--- src/hw/stcid_defs.svh ---
// Opcode, register offset and reset constants for the instruction decoder
`ifndef STCID_DEFS_SVH
`define STCID_DEFS_SVH
// -----------------------------------------------------------------
// Opcodes, short call page and port D test Y value
// -----------------------------------------------------------------
`define SC_OP_CALL_L    5'h07
`define SC_OP_CALL_IDX  9'h050
`define SC_OP_RET       9'h044
`define SC_OP_RETS      9'h045
`define SC_OP_RD_T      9'h057
`define SC_OP_WR_T      9'h047
`define SC_OP_WR_V      9'h05b
`define SC_OP_TST_T     9'h042
`define SC_OP_C_FROM_A  9'h040
`define SC_OP_C_TO_A    9'h05a
`define SC_OP_WR_CARR   9'h086
`define SC_OP_CLR_D     9'h011
`define SC_OP_RST_D     9'h014
`define SC_OP_SET_D     9'h015
`define SC_OP_TST_D     9'h024
`define SC_OP_TST_D2    9'h02b
`define SC_OP_WR_E      9'h084
`define SC_OP_RD_E      9'h056
`define SC_OP_WR_G      9'h080
`define SC_OP_RD_G      9'h028
`define SC_OP_NOP       9'h000
`define SC_OP_BACKUP    9'h00d
`define SC_OP_TST_P     9'h003
`define SC_OP_CLK_SW    9'h059
`define SC_OP_WR_LO     9'h058
`define SC_OP_URS       9'h082
`define SC_OP_WR_PU     9'h08f
`define SC_OP_WDF_CLR   9'h00f
`define SC_PAGE_TWO     3'h2
`define SC_Y_TEST       4'h7
// -----------------------------------------------------------------
// Register offsets and reset values
// -----------------------------------------------------------------
`define SC_ADDR_CTRL    8'h00
`define SC_ADDR_ACC     8'h04
`define SC_ADDR_STAT    8'h08
`define SC_ADDR_TMR     8'h0c
`define SC_RST_V        3'h0
`define SC_RST_C        3'h7
`define SC_RST_LO       2'h0
`define SC_RST_PU       3'h0
`endif

--- src/hw/stcid_pkg.sv ---
// Types for the instruction decoder
package stcid_pkg;
  typedef enum logic [2:0] {
    st_exec = 3'b001,
    st_oper = 3'b010,
    st_ret  = 3'b100
  } stcid_state_t;

  typedef struct packed {
    stcid_state_t    st;
    logic            skip;
    logic [9:0]      pc;
    logic [1:0]      sp;
    logic [3:0][9:0] stk;
    logic [8:0]      op;
    logic [3:0]      a;
    logic [3:0]      b;
    logic [3:0]      y;
    logic [2:0]      v;
    logic [2:0]      c;
    logic            carr;
    logic [7:0]      d;
    logic [1:0]      e;
    logic [3:0]      g;
    logic [1:0]      lo;
    logic [2:0]      pu;
    logic            upper_ref_enable;
    logic            fast;
    logic            backup;
    logic            wdf_clr;
    logic            run;
    logic            pready;
    logic            pslverr;
    logic [31:0]     prdata;
  } stcid_core_t;

  typedef struct packed {
    logic [7:0] cnt;
    logic [7:0] rel;
    logic       flag;
  } stcid_timer_t;
endpackage

--- src/hw/stcid_core.sv ---
// Instruction decoder for calls, timer 1, carrier and port operations
//
// The APB register port and the address map are this design's own decisions.
`timescale 1ns/10ps
`default_nettype none
`include "stcid_defs.svh"
module stcid_core (
  input  wire logic        core_clk_in,
  input  wire logic        rst_n_in,
  input  wire logic        ce_in,
  input  wire logic        psel_in,
  input  wire logic        penable_in,
  input  wire logic        pwrite_in,
  input  wire logic [7:0]  paddr_in,
  input  wire logic [31:0] pwdata_in,
  output logic      [31:0] prdata_out,
  output logic             pready_out,
  output logic             pslverr_out,
  input  wire logic [8:0]  instr_in,
  output logic      [9:0]  pc_out,
  input  wire logic        port_d7_in,
  output logic      [7:0]  port_d_out,
  output logic      [7:0]  port_d_oe_out,
  input  wire logic [2:0]  port_e_in,
  output logic      [1:0]  port_e_out,
  input  wire logic [3:0]  port_g_in,
  output logic      [3:0]  port_g_out,
  output logic      [3:0]  port_g_oe_out,
  input  wire logic        carrier_tick_in,
  input  wire logic        wdt_tick_in,
  input  wire logic        power_flag_in,
  input  wire logic        wake_in,
  output logic             carrier_out,
  output logic      [2:0]  timer_ctrl_out,
  output logic      [2:0]  carrier_sel_out,
  output logic      [1:0]  logic_sel_out,
  output logic      [2:0]  pulldown_out,
  output logic             upper_ref_out,
  output logic             clock_fast_out,
  output logic             backup_out,
  output logic             wdf_clear_out
);
  // ---------------------------------------------------------------
  // Helpers
  // ---------------------------------------------------------------
  function automatic logic [7:0] ybit(input logic [3:0] y);
    ybit = (y[3] == 1'b0) ? (8'h01 << y[2:0]) : 8'h00;
  endfunction

  function automatic logic reg_known(input logic [7:0] ad);
    reg_known = (ad == `SC_ADDR_CTRL) || (ad == `SC_ADDR_ACC) ||
                (ad == `SC_ADDR_STAT) || (ad == `SC_ADDR_TMR);
  endfunction

  stcid_pkg::stcid_core_t core_r;
  stcid_pkg::stcid_core_t core_nxt;
  logic                   run_c;
  logic                   fire_c;
  logic                   t_ld_cnt;
  logic                   t_ld_rel;
  logic                   t_clr;
  logic                   t_tick;
  logic [7:0]             t_cnt;
  logic [7:0]             t_rel;
  logic                   t_flag;
  logic [9:0]             ret_c;
  logic [9:0]             top_c;
  logic                   acc_c;

  assign run_c = ce_in && core_r.run && !core_r.backup;
  assign fire_c = run_c && (core_r.st == stcid_pkg::st_exec) && !core_r.skip;
  assign ret_c = core_r.pc + 10'h001;
  assign top_c = core_r.stk[core_r.sp - 2'h1];
  assign acc_c = psel_in && penable_in;
  assign t_tick = core_r.v[1] ? wdt_tick_in : carrier_tick_in;

  // ---------------------------------------------------------------
  // Timer 1
  // ---------------------------------------------------------------
  stcid_timer u_timer (
    .core_clk_in (core_clk_in),
    .rst_n_in    (rst_n_in),
    .ce_in       (ce_in),
    .run_in      (core_r.v[0]),
    .tick_in     (t_tick),
    .ld_cnt_in   (t_ld_cnt),
    .ld_rel_in   (t_ld_rel),
    .clr_in      (t_clr),
    .data_in     ({core_r.b, core_r.a}),
    .cnt_out     (t_cnt),
    .rel_out     (t_rel),
    .flag_out    (t_flag)
  );

  // ---------------------------------------------------------------
  // Execution and register access
  // ---------------------------------------------------------------
  always_comb begin
    core_nxt = core_r;
    t_ld_cnt = 1'b0;
    t_ld_rel = 1'b0;
    t_clr = 1'b0;
    core_nxt.wdf_clr = 1'b0;
    core_nxt.pready = 1'b0;
    if (core_r.backup && wake_in) begin
      core_nxt.backup = 1'b0;
    end
    if (run_c) begin
      core_nxt.pc = ret_c;
      case (core_r.st)
        stcid_pkg::st_exec: begin
          if (core_r.skip) begin
            core_nxt.skip = 1'b0;
          end else if (instr_in[8:7] == 2'b10) begin
            core_nxt.stk[core_r.sp] = ret_c;
            core_nxt.sp = core_r.sp + 2'h1;
            core_nxt.pc = {`SC_PAGE_TWO, instr_in[6:0]};
          end else begin
            core_nxt.op = instr_in;
            case (instr_in)
              `SC_OP_CALL_IDX, `SC_OP_TST_D: begin
                core_nxt.st = stcid_pkg::st_oper;
              end
              `SC_OP_RET, `SC_OP_RETS: begin
                core_nxt.st = stcid_pkg::st_ret;
              end
              `SC_OP_RD_T: begin
                core_nxt.b = t_cnt[7:4];
                core_nxt.a = t_cnt[3:0];
              end
              `SC_OP_WR_T: begin
                t_ld_rel = 1'b1;
                t_ld_cnt = !core_r.v[0];
              end
              `SC_OP_WR_V: begin
                core_nxt.v = core_r.a[2:0];
              end
              `SC_OP_TST_T: begin
                core_nxt.skip = t_flag;
                t_clr = t_flag;
              end
              `SC_OP_C_FROM_A: begin
                core_nxt.c = core_r.a[2:0];
              end
              `SC_OP_C_TO_A: begin
                core_nxt.a[2:0] = core_r.c;
                core_nxt.carr = 1'b0;
              end
              `SC_OP_WR_CARR: begin
                core_nxt.carr = core_r.a[3];
              end
              `SC_OP_CLR_D: begin
                core_nxt.d = 8'h00;
              end
              `SC_OP_RST_D: begin
                core_nxt.d = core_r.d & ~ybit(core_r.y);
              end
              `SC_OP_SET_D: begin
                core_nxt.d = core_r.d | ybit(core_r.y);
              end
              `SC_OP_WR_E: begin
                core_nxt.e = core_r.a[1:0];
              end
              `SC_OP_RD_E: begin
                core_nxt.a = {1'b0, port_e_in};
              end
              `SC_OP_WR_G: begin
                core_nxt.g = core_r.a;
              end
              `SC_OP_RD_G: begin
                core_nxt.a = port_g_in;
              end
              `SC_OP_BACKUP: begin
                core_nxt.backup = 1'b1;
              end
              `SC_OP_TST_P: begin
                core_nxt.skip = power_flag_in;
              end
              `SC_OP_CLK_SW: begin
                core_nxt.fast = 1'b1;
              end
              `SC_OP_WR_LO: begin
                core_nxt.lo = core_r.a[1:0];
              end
              `SC_OP_URS: begin
                core_nxt.upper_ref_enable = 1'b1;
              end
              `SC_OP_WR_PU: begin
                core_nxt.pu = core_r.a[2:0];
              end
              `SC_OP_WDF_CLR: begin
                core_nxt.wdf_clr = 1'b1;
              end
              default: begin
                if (instr_in[8:4] == `SC_OP_CALL_L) begin
                  core_nxt.st = stcid_pkg::st_oper;
                end
              end
            endcase
          end
        end
        stcid_pkg::st_oper: begin
          core_nxt.st = stcid_pkg::st_exec;
          if (core_r.op == `SC_OP_TST_D) begin
            core_nxt.skip = (instr_in == `SC_OP_TST_D2) && (core_r.y == `SC_Y_TEST) &&
                            !port_d7_in;
          end else if (core_r.op == `SC_OP_CALL_IDX) begin
            core_nxt.stk[core_r.sp] = ret_c;
            core_nxt.sp = core_r.sp + 2'h1;
            core_nxt.pc = {instr_in[2:0], instr_in[6:4], core_r.a};
          end else begin
            core_nxt.stk[core_r.sp] = ret_c;
            core_nxt.sp = core_r.sp + 2'h1;
            core_nxt.pc = {core_r.op[2:0], instr_in[6:0]};
          end
        end
        stcid_pkg::st_ret: begin
          core_nxt.st = stcid_pkg::st_exec;
          core_nxt.pc = top_c;
          core_nxt.sp = core_r.sp - 2'h1;
          core_nxt.skip = core_r.op[0];
        end
        default: begin
          core_nxt.st = stcid_pkg::st_exec;
        end
      endcase
    end
    if (acc_c && !core_r.pready) begin
      core_nxt.pready = 1'b1;
      core_nxt.pslverr = !reg_known(paddr_in);
      case (paddr_in)
        `SC_ADDR_CTRL: core_nxt.prdata = {31'h0, core_r.run};
        `SC_ADDR_ACC:  core_nxt.prdata = {20'h0, core_r.y, core_r.b, core_r.a};
        `SC_ADDR_STAT: core_nxt.prdata = {5'h0, core_r.st, core_r.d, core_r.carr, core_r.fast,
                                          core_r.backup, core_r.skip, core_r.sp, core_r.pc};
        `SC_ADDR_TMR:  core_nxt.prdata = {9'h0, core_r.c, t_flag, core_r.v, t_rel, t_cnt};
        default:       core_nxt.prdata = 32'h0;
      endcase
    end
    if (acc_c && core_r.pready && pwrite_in) begin
      if (paddr_in == `SC_ADDR_CTRL) begin
        core_nxt.run = pwdata_in[0];
      end else if (paddr_in == `SC_ADDR_ACC) begin
        core_nxt.a = pwdata_in[3:0];
        core_nxt.b = pwdata_in[7:4];
        core_nxt.y = pwdata_in[11:8];
      end
    end
  end

  always_ff @(posedge core_clk_in or negedge rst_n_in) begin
    if (!rst_n_in) begin
      core_r <= '0;
      core_r.st <= stcid_pkg::st_exec;
      core_r.v <= `SC_RST_V;
      core_r.c <= `SC_RST_C;
      core_r.lo <= `SC_RST_LO;
      core_r.pu <= `SC_RST_PU;
    end else if (ce_in) begin
      core_r <= core_nxt;
    end
  end

  // ---------------------------------------------------------------
  // Outputs
  // ---------------------------------------------------------------
  assign prdata_out = core_r.prdata;
  assign pready_out = core_r.pready;
  assign pslverr_out = core_r.pslverr;
  assign pc_out = core_r.pc;
  assign port_d_out = core_r.d;
  assign port_d_oe_out = core_r.d;
  assign port_e_out = core_r.e;
  assign port_g_out = core_r.g;
  assign port_g_oe_out = core_r.g;
  assign carrier_out = core_r.carr;
  assign timer_ctrl_out = core_r.v;
  assign carrier_sel_out = core_r.c;
  assign logic_sel_out = core_r.lo;
  assign pulldown_out = core_r.pu;
  assign upper_ref_out = core_r.upper_ref_enable;
  assign clock_fast_out = core_r.fast;
  assign backup_out = core_r.backup;
  assign wdf_clear_out = core_r.wdf_clr;
endmodule // stcid_core
`default_nettype wire

--- src/hw/stcid_timer.sv ---
// Timer 1 counter, reload register and underflow flag
`timescale 1ns/10ps
`default_nettype none
module stcid_timer (
  input  wire logic       core_clk_in,
  input  wire logic       rst_n_in,
  input  wire logic       ce_in,
  input  wire logic       run_in,
  input  wire logic       tick_in,
  input  wire logic       ld_cnt_in,
  input  wire logic       ld_rel_in,
  input  wire logic       clr_in,
  input  wire logic [7:0] data_in,
  output logic      [7:0] cnt_out,
  output logic      [7:0] rel_out,
  output logic            flag_out
);
  stcid_pkg::stcid_timer_t tmr_r;
  stcid_pkg::stcid_timer_t tmr_nxt;

  always_comb begin
    tmr_nxt = tmr_r;
    if (clr_in) begin
      tmr_nxt.flag = 1'b0;
    end
    if (ld_rel_in) begin
      tmr_nxt.rel = data_in;
    end
    if (run_in && tick_in) begin
      if (tmr_r.cnt == 8'h00) begin
        tmr_nxt.cnt = tmr_r.rel;
        tmr_nxt.flag = 1'b1;
      end else begin
        tmr_nxt.cnt = tmr_r.cnt - 8'h01;
      end
    end
    if (ld_cnt_in) begin
      tmr_nxt.cnt = data_in;
    end
  end

  always_ff @(posedge core_clk_in or negedge rst_n_in) begin
    if (!rst_n_in) begin
      tmr_r <= '0;
    end else if (ce_in) begin
      tmr_r <= tmr_nxt;
    end
  end

  assign cnt_out = tmr_r.cnt;
  assign rel_out = tmr_r.rel;
  assign flag_out = tmr_r.flag;
endmodule // stcid_timer
`default_nettype wire

--- config.mk ---
export PLATFORM = sky130hd
export DESIGN_NAME = stcid_core
export DESIGN_NICKNAME = d
export VERILOG_FILES = /design/src/hw/stcid_pkg.sv /design/src/hw/stcid_core.sv /design/src/hw/stcid_timer.sv
export VERILOG_INCLUDE_DIRS = /design/src /design/src/hw
export SDC_FILE = /design/constraint.sdc
export NUM_CORES = 1
export LEC_CHECK = 0
export BUFFER_PORTS_ARGS = -buffer_cell sky130_fd_sc_hd__clkbuf_2
export CAP_MARGIN = 0
export CORE_MARGIN = 1
export CORE_UTILIZATION = 35
export CTS_CLUSTER_DIAMETER = 50
export DETAILED_ROUTE_END_ITERATION = 12
export MAX_ROUTING_LAYER = met4
export PLACE_DENSITY_LB_ADDON = 0.2
export SETUP_SLACK_MARGIN = 0.5
export SYNTH_ARGS = -nofsm -noshare
export SYNTH_HDL_FRONTEND = slang
export SYNTH_SLANG_ARGS = --single-unit
export TNS_END_PERCENT = 50
--- constraint.sdc ---
create_clock -name core_clk_in -period 3.3 [get_ports core_clk_in]
set_clock_uncertainty 0.1 [all_clocks]
set_input_delay 0.165 -clock core_clk_in [delete_from_list [all_inputs] [get_ports core_clk_in]]
set_output_delay 0.165 -clock core_clk_in [all_outputs]
set_load 0.1 [all_outputs]
==> impl_results.md, run 1 <==
- Cells after synthesis: 921
- Dpl ws: 0.6897 ns
- Peak supply drop: 274.4 uV
- Setup TNS Final: 0 ns
- Sequential area share after synthesis: 43.48%
- # Max-Cap Violations: 0
- Largest buffer count on any clock path: 2
- Commonest non-fill, non-tap cell in the layout: dfrtp_1
- GR Overflow Total: 0
- Post-DR vias/cell: 5.360
- Combinational share of power: 6.1%
- DRC violations left: 0
- Die ar.: 26000 sq um
- Hold WC Path Type: input port to flop
- Most frequent cells in the layout: dfrtp_1 (150), nand2_1 (132), clkbuf_2 (126)
- Share of cells above drive strength 1: 27.41%
- Worst Path Required: 3.51 ns
- R2r startpoint: core_r[139]
- Final period util: 79.55%
- Wire length per cell: 19.59 microns
- Avg Cell Area, Syn: 9.636 sq um
- GRT Util Overall: 20.97%
- First-pass GRT wire length: 40670 microns
- DR vias: 7016
- Synth cell types: 80
- Vias in the first global route: 6900
- Routed WL: 25640 microns
- Register bit count reported by yosys: 154
- Initial antenna violation count: 0
- Status: completed
- Clk network pwr share: 48.2%
- CTS Buf Count: 17
- Startpoint types: flop
- Area grow syn2layout: 12.55%
- I/O pin count: 153
- Crit end category: flop
- Post-route antenna net violation count: 0
- Sequence of cells on the critical path: nor4b_4 -> buf_4 -> nand3_2 -> nor2_2 -> o21a_1 -> a211oi_1 -> dlygate4sd3_1
- # clock sinks: 154
- Internal: 3.040 mW
- I/O Buffers: 127
- Async S/R FF share, synth: 100.0%
- DIE HEIGHT: 161.2 microns
- Syn Std Cell Area: 8875 sq um
- Crit Path Category: flop to flop
- Pre-Repair DR Iteration Count: 5
- Hold path start: instr_in[3]
- Tmin final: 2.625 ns
- Final setup fails: 0
- Worst-Margin Slew: 0.7123 ns
- R2R cell count: 7
- CP max-delay cell: dfstp_2
- Clock-pin slew on the worst setup and hold paths: 0.06 ns
- Die W: 161.2 microns
- Slew HR: 51.87%
- Max Clock Freq: 0.3809 GHz
- EDFF count, synth: 0
- CTS tree: done
- Hold depth: 3
- Clock Latency Late Sink: 0.44 ns
- Sw Pwr: 1.112 mW
- Min-Delay Endpoint: core_r[80]
- Fillers: 2451
- # nets final: 1046
- Switching Share: 26.78%
- Crit path max fanout: 13
- Unrepaired setup endpoints after global routing: no
- Sequential share of power: 45.7%
- P_leak: 4.504 nW
- Core footprint: 24600 sq um
- Reg2reg setup slack: 0.67 ns
- Most used DFF post-synth: dfrtp_1
- Root buf cell: clkbuf_16
- Slowest stage delay, CP: 0.64 ns
- DP HPWL: 18690 microns
- PwrDens: 415.7 nW/um^2
- CP arrival: 2.83 ns
- Diode count: 0
- Synth warn: 0
- Final Max Tran Viols: 0
- R2R Path End: core_r[76]
- Routability cong.: 0.9045
- Final Hold Fails: 0
- Largest net degree at the start of global routing: 73
- DRT iter0 DRCs: 570
- Row count: 57
- Setup ws final: 0.6749 ns
- Initial Util: 36.07%
- H-tree depth: 4
-- worst max-delay path by stage --
stage	end	slack, ns	start	cells after the start
floorplan	u_timer.rel_out[1]	0.80	backup_out	5
global placement	core_r[97]	0.69	core_r[139]	4
detailed placement	core_r[97]	0.69	core_r[139]	4
CTS	core_r[76]	0.61	backup_out	6
global route	core_r[76]	0.55	core_r[139]	7
finish	core_r[76]	0.67	core_r[139]	7
-- power by group through the flow --
stage | sequential, mW | clock [mW] | combinational [mW]
2_1_floorplan | 1.94 | 0 | 0.135
3_3_place_gp | 1.94 | 0 | 0.243
3_5_place_dp | 1.94 | 0 | 0.242
4_1_cts | 1.90 | 2.03 | 0.254
5_1_grt | 1.90 | 2.11 | 0.274
6_report | 1.90 | 2.00 | 0.252
-- state kept, by name, indices dropped and copies added, names as in the netlist, 2 cells and up --
signal	count
core_r	68
prdata_out	27
pc_out	10
port_d_oe_out	8
u_timer.cnt_out	8
u_timer.rel_out	8
port_g_oe_out	4
carrier_sel_out	3
pulldown_out	3
timer_ctrl_out	3
logic_sel_out	2
port_e_out	2
-- worst max-delay path, delay by kind of cell (launching register included) --
kind                   cells  cell delay, ns
and+or+nand+nor            3            0.77
AOI/OAI and AO/OA          2            0.24
DFF                        1            0.64
buffers and inverters      2            0.75
-- synth_stat cells, drive strengths merged, types with 10 or more instances --
cell    number  area, sq um
clkbuf      33        123.9
nand2      133        501.7
buf        100        714.4
dfrtp      150         3754
nor2b       10        62.56
nor3        20        116.4
inv         19        71.32
xnor2       11        96.34
nand4       11        93.84
a22oi       22        165.2
mux4        10        225.2
o21ai       99        506.7
nand2b      13        88.83
nor2        36        135.1
a31oi       16        106.4
o22ai       12        75.07
a21oi       26        130.1
nand3       16        85.08
mux2        49        551.8
-- kinds of logic after synthesis --
group,after synthesis,synth area share (%)
other,1,0.04225
adder cells (fa/ha/maj),7,0.9868
AO/OA/AOI/OAI,234,16.71
AND/OR/NAND/NOR,297,18.03
buffers and inverters,152,10.25
flip-flops,154,43.48
multiplexers,64,9.319
XOR/XNOR,12,1.184
-- per-stage QoR --
| stage | utilization, % | power, mW | hold WS (ns) | cells | instance area (sq um) |
|---|---|---|---|---|---|
| 6_report | 40.60 | 4.152 | 0.01288 | 1309 | 9988 |
| 5_1_grt | 40.60 | 4.286 | 0.05253 | 1309 | 9988 |
| 4_1_cts | 40.58 | 4.185 | 0.006723 | 1309 | 9985 |
| 3_5_place_dp | 37.62 | 2.178 | 0.1491 | 1264 | 9256 |
| 3_3_place_gp | 37.62 | 2.178 | 0.1495 | 1264 | 9256 |
| 2_1_floorplan | - | 2.077 | -0.2306 | 925 | 8890 |
-- area by class of cell --
class / instances / area, sq um / share of cell area (%)
timing repair buffer: 161 / 929.6 / 9.307
tap: 324 / 405.4 / 4.059
clock inverter: 15 / 172.7 / 1.729
multi-input combinational: 619 / 4125 / 41.30
inverter: 19 / 71.32 / 0.7140
clock buffer: 17 / 425.4 / 4.259
sequential: 154 / 3859 / 38.63
-- what timing repair did --
item,CTS,global route
gates resized for setup,0,2
endpoints found under the setup margin,0,1
setup buffers,0,0
hold endpoints to repair,76,0
hold buffers,13,0
-- routing by layer --
| metal | GRT usage (%) | vias to the layer above | routed length (microns) |
|---|---|---|---|
| met2 | 32.21 | 207 | 12030 |
| met5 | - | - | 0 |
| li1 | - | 3340 | - |
| met3 | 2.979 | 28 | 1088 |
| met4 | 5.875 | 0 | 459 |
| met1 | 28.84 | 3441 | 12060 |
Note: power is estimated with default switching activity, not from simulation.
==> run 2: changes to the inputs <==
clock period = 2.55 ns   (was 3.3 ns; I/O delays follow)
==> run 2 against run 1 <==
  * Sequential power increased by 29%
  * Routed wire length is 5.3% higher
  * Critical path type unchanged
  * Die area is the same
  * Setup slack got worse by 0.33 ns
  * Clock power is 26% higher
  * Highest routed layer unchanged
  * The flow now finishes with violations (hold timing)
  * Cell area grew 12%
==> impl_results.md, run 2 (synthesized netlist as in run 1, its figures left out) <==
- Startpoint types: flop
- Clk network pwr share: 47.2%
- Sequence of cells on the critical path: or4b_4 -> nor3_4 -> nand2_4 -> nor4_4 -> mux2_4
- DIE HEIGHT: 161.2 microns
- Routed WL: 27000 microns
- Wire length per cell: 19.49 microns
- I/O Buffers: 127
- Post-Layout Cell Count: 1385
- Max Clock Freq: 0.4535 GHz
- Initial Util: 36.07%
- DRC violations left: 0
- Crit Path Category: flop to flop
- Largest buffer count on any clock path: 2
- First-pass GRT wire length: 41640 microns
- CP max-delay cell: dfstp_2
- Switching Share: 25.93%
- CP arrival: 2.41 ns
- Final Hold Fails: 1
- Failing checks: hold timing
- # clock sinks: 154
- Hold WC Path Type: input port to flop
- Combinational share of power: 6.8%
- Final setup fails: 0
- Worst Path Required: 2.76 ns
- Post-DR vias/cell: 5.325
- GRT Util Overall: 21.55%
- Post-route antenna net violation count: 0
- CTS tree: done
- Multi-input logic area: 4589 sq um
- Row count: 57
- CTS Buf Count: 17
- Vias in the first global route: 7151
- Root buf cell: clkbuf_16
- Buffers & Inverters on Critical Path: 0
- Peak supply drop: 386.1 uV
- DRT iter0 DRCs: 453
- Fillers: 2339
- Internal: 3.953 mW
- Worst-Margin Slew: 0.6075 ns
- Unrepaired setup endpoints after global routing: yes
- Most flop-heavy register: core_r
- Final Max Tran Viols: 0
- I/O pin count: 153
- Final Power: 5.338 mW
- Sw Pwr: 1.384 mW
- Sequential share of power: 46.0%
- Area grow syn2layout: 25.91%
- Pre-Repair DR Iteration Count: 5
- Cell family with most CP delay: simple AND/OR/NAND/NOR gates
- PwrDens: 477.7 nW/um^2
- P_leak: 5.091 nW
- GR Overflow Total: 0
- Final period util: 86.48%
- Diode count: 0
- DR vias: 7375
- Tmin final: 2.205 ns
- Slowest stage delay, CP: 0.53 ns
- Status: finished, violations left
- # Max-Cap Violations: 0
- Initial antenna violation count: 0
- Die W: 161.2 microns
- DP HPWL: 19280 microns
- Slew HR: 59.21%
- Routability cong.: 0.8754
- Setup TNS Final: 0 ns
- Final hold slack: -0.003657 ns
- # nets final: 1122
- Die ar.: 26000 sq um
- Crit end category: flop
- H-tree depth: 4
- Clock-pin slew on the worst setup and hold paths: 0.07 ns
- Register area: 3864 sq um
- Commonest non-fill, non-tap cell in the layout: dfrtp_1
- Core footprint: 24600 sq um
- Crit path max fanout: 4
- Most frequent cells in the layout: dfrtp_1 (148), clkbuf_2 (126), nand2_1 (123)
- Clock Latency Late Sink: 0.43 ns
- Share of cells above drive strength 1: 36.76%
- Number of flip-flops in the largest register: 68
- Placed insts: 1299
- Largest net degree at the start of global routing: 65
## run 2: changes by cell type in the layout (fill, tap and decap cells not counted), moves of 19 or more
cell	before	now
mux2_4	0	19
o21ai_1	0	27
mux2_2	49	30
buf_4	21	64
o21ai_0	98	65
buf_6	1	20
## run 2: stage by stage
step / setup slack (ns) / cell area, sq um / hold slack (ns) / utilization [%]
finish: 0.3447 / 11170 / -0.003657 / 45.42
CTS: 0.2868 / 10690 / 0.0003875 / 43.43
global route: 0.2585 / 11170 / 0.005984 / 45.42
global placement: 0.1249 / 9594 / 0.02192 / 38.99
floorplan: 0.2820 / 8982 / -0.2681 / -
detailed placement: 0.05993 / 9594 / 0.01838 / 38.99
## run 2: timing repair
action                                 CTS  global route
resized for setup                       50            91
pin swaps                               20            24
gates cloned                             2             3
endpoints found under the hold margin   64             0
buffers inserted                        17            13
hold buffers                            19             0
setup endpoints to repair              100           116
## run 2: final cells by class
class / instances / share of cell area [%]
repair buffers: 236 / 14.91
flip-flops and latches: 154 / 34.58
well taps: 324 / 3.628
multi-input cells: 620 / 41.07
clock inverters: 13 / 1.209
clock buffers: 19 / 3.964
inverters: 19 / 0.6382
## run 2: power by group through the flow
stage	clock network (mW)	registers, mW	logic, mW
after global routing	2.68	2.46	0.393
after floorplan	0	2.51	0.175
final	2.52	2.46	0.363
after global placement	0	2.50	0.335
after detailed placement	0	2.50	0.334
after CTS	2.56	2.46	0.360
## run 2: metal layers
| metal | GRT usage, % | vias to the layer above | wire [microns] |
|---|---|---|---|
| li1 | - | 3511 | - |
| met1 | 29.03 | 3588 | 12350 |
| met2 | 33.58 | 250 | 12810 |
| met3 | 3.364 | 26 | 1339 |
| met4 | 6.089 | 0 | 505 |
| met5 | - | - | 0 |
## run 2: worst register-to-register path: stages (launching register included)
cell	delay, ns
dfstp_2	0.53
or4b_4	0.48
nor3_4	0.29
nand2_4	0.14
nor4_4	0.22
mux2_4	0.33
## run 2: final timing paths
check,start,to,slack (ns),cells past startpoint
max,core_r[139],port_e_out[0],0.34,5
min,ce_in,core_r[70],-0.004,3
max reg2reg,core_r[139],port_e_out[0],0.34,5
min reg2reg,core_r[114],core_r[114],0.38,2
max in group asynchronous,rst_n_in,core_r[139],1.39,3
min in group asynchronous,rst_n_in,prdata_out[4],0.11,2
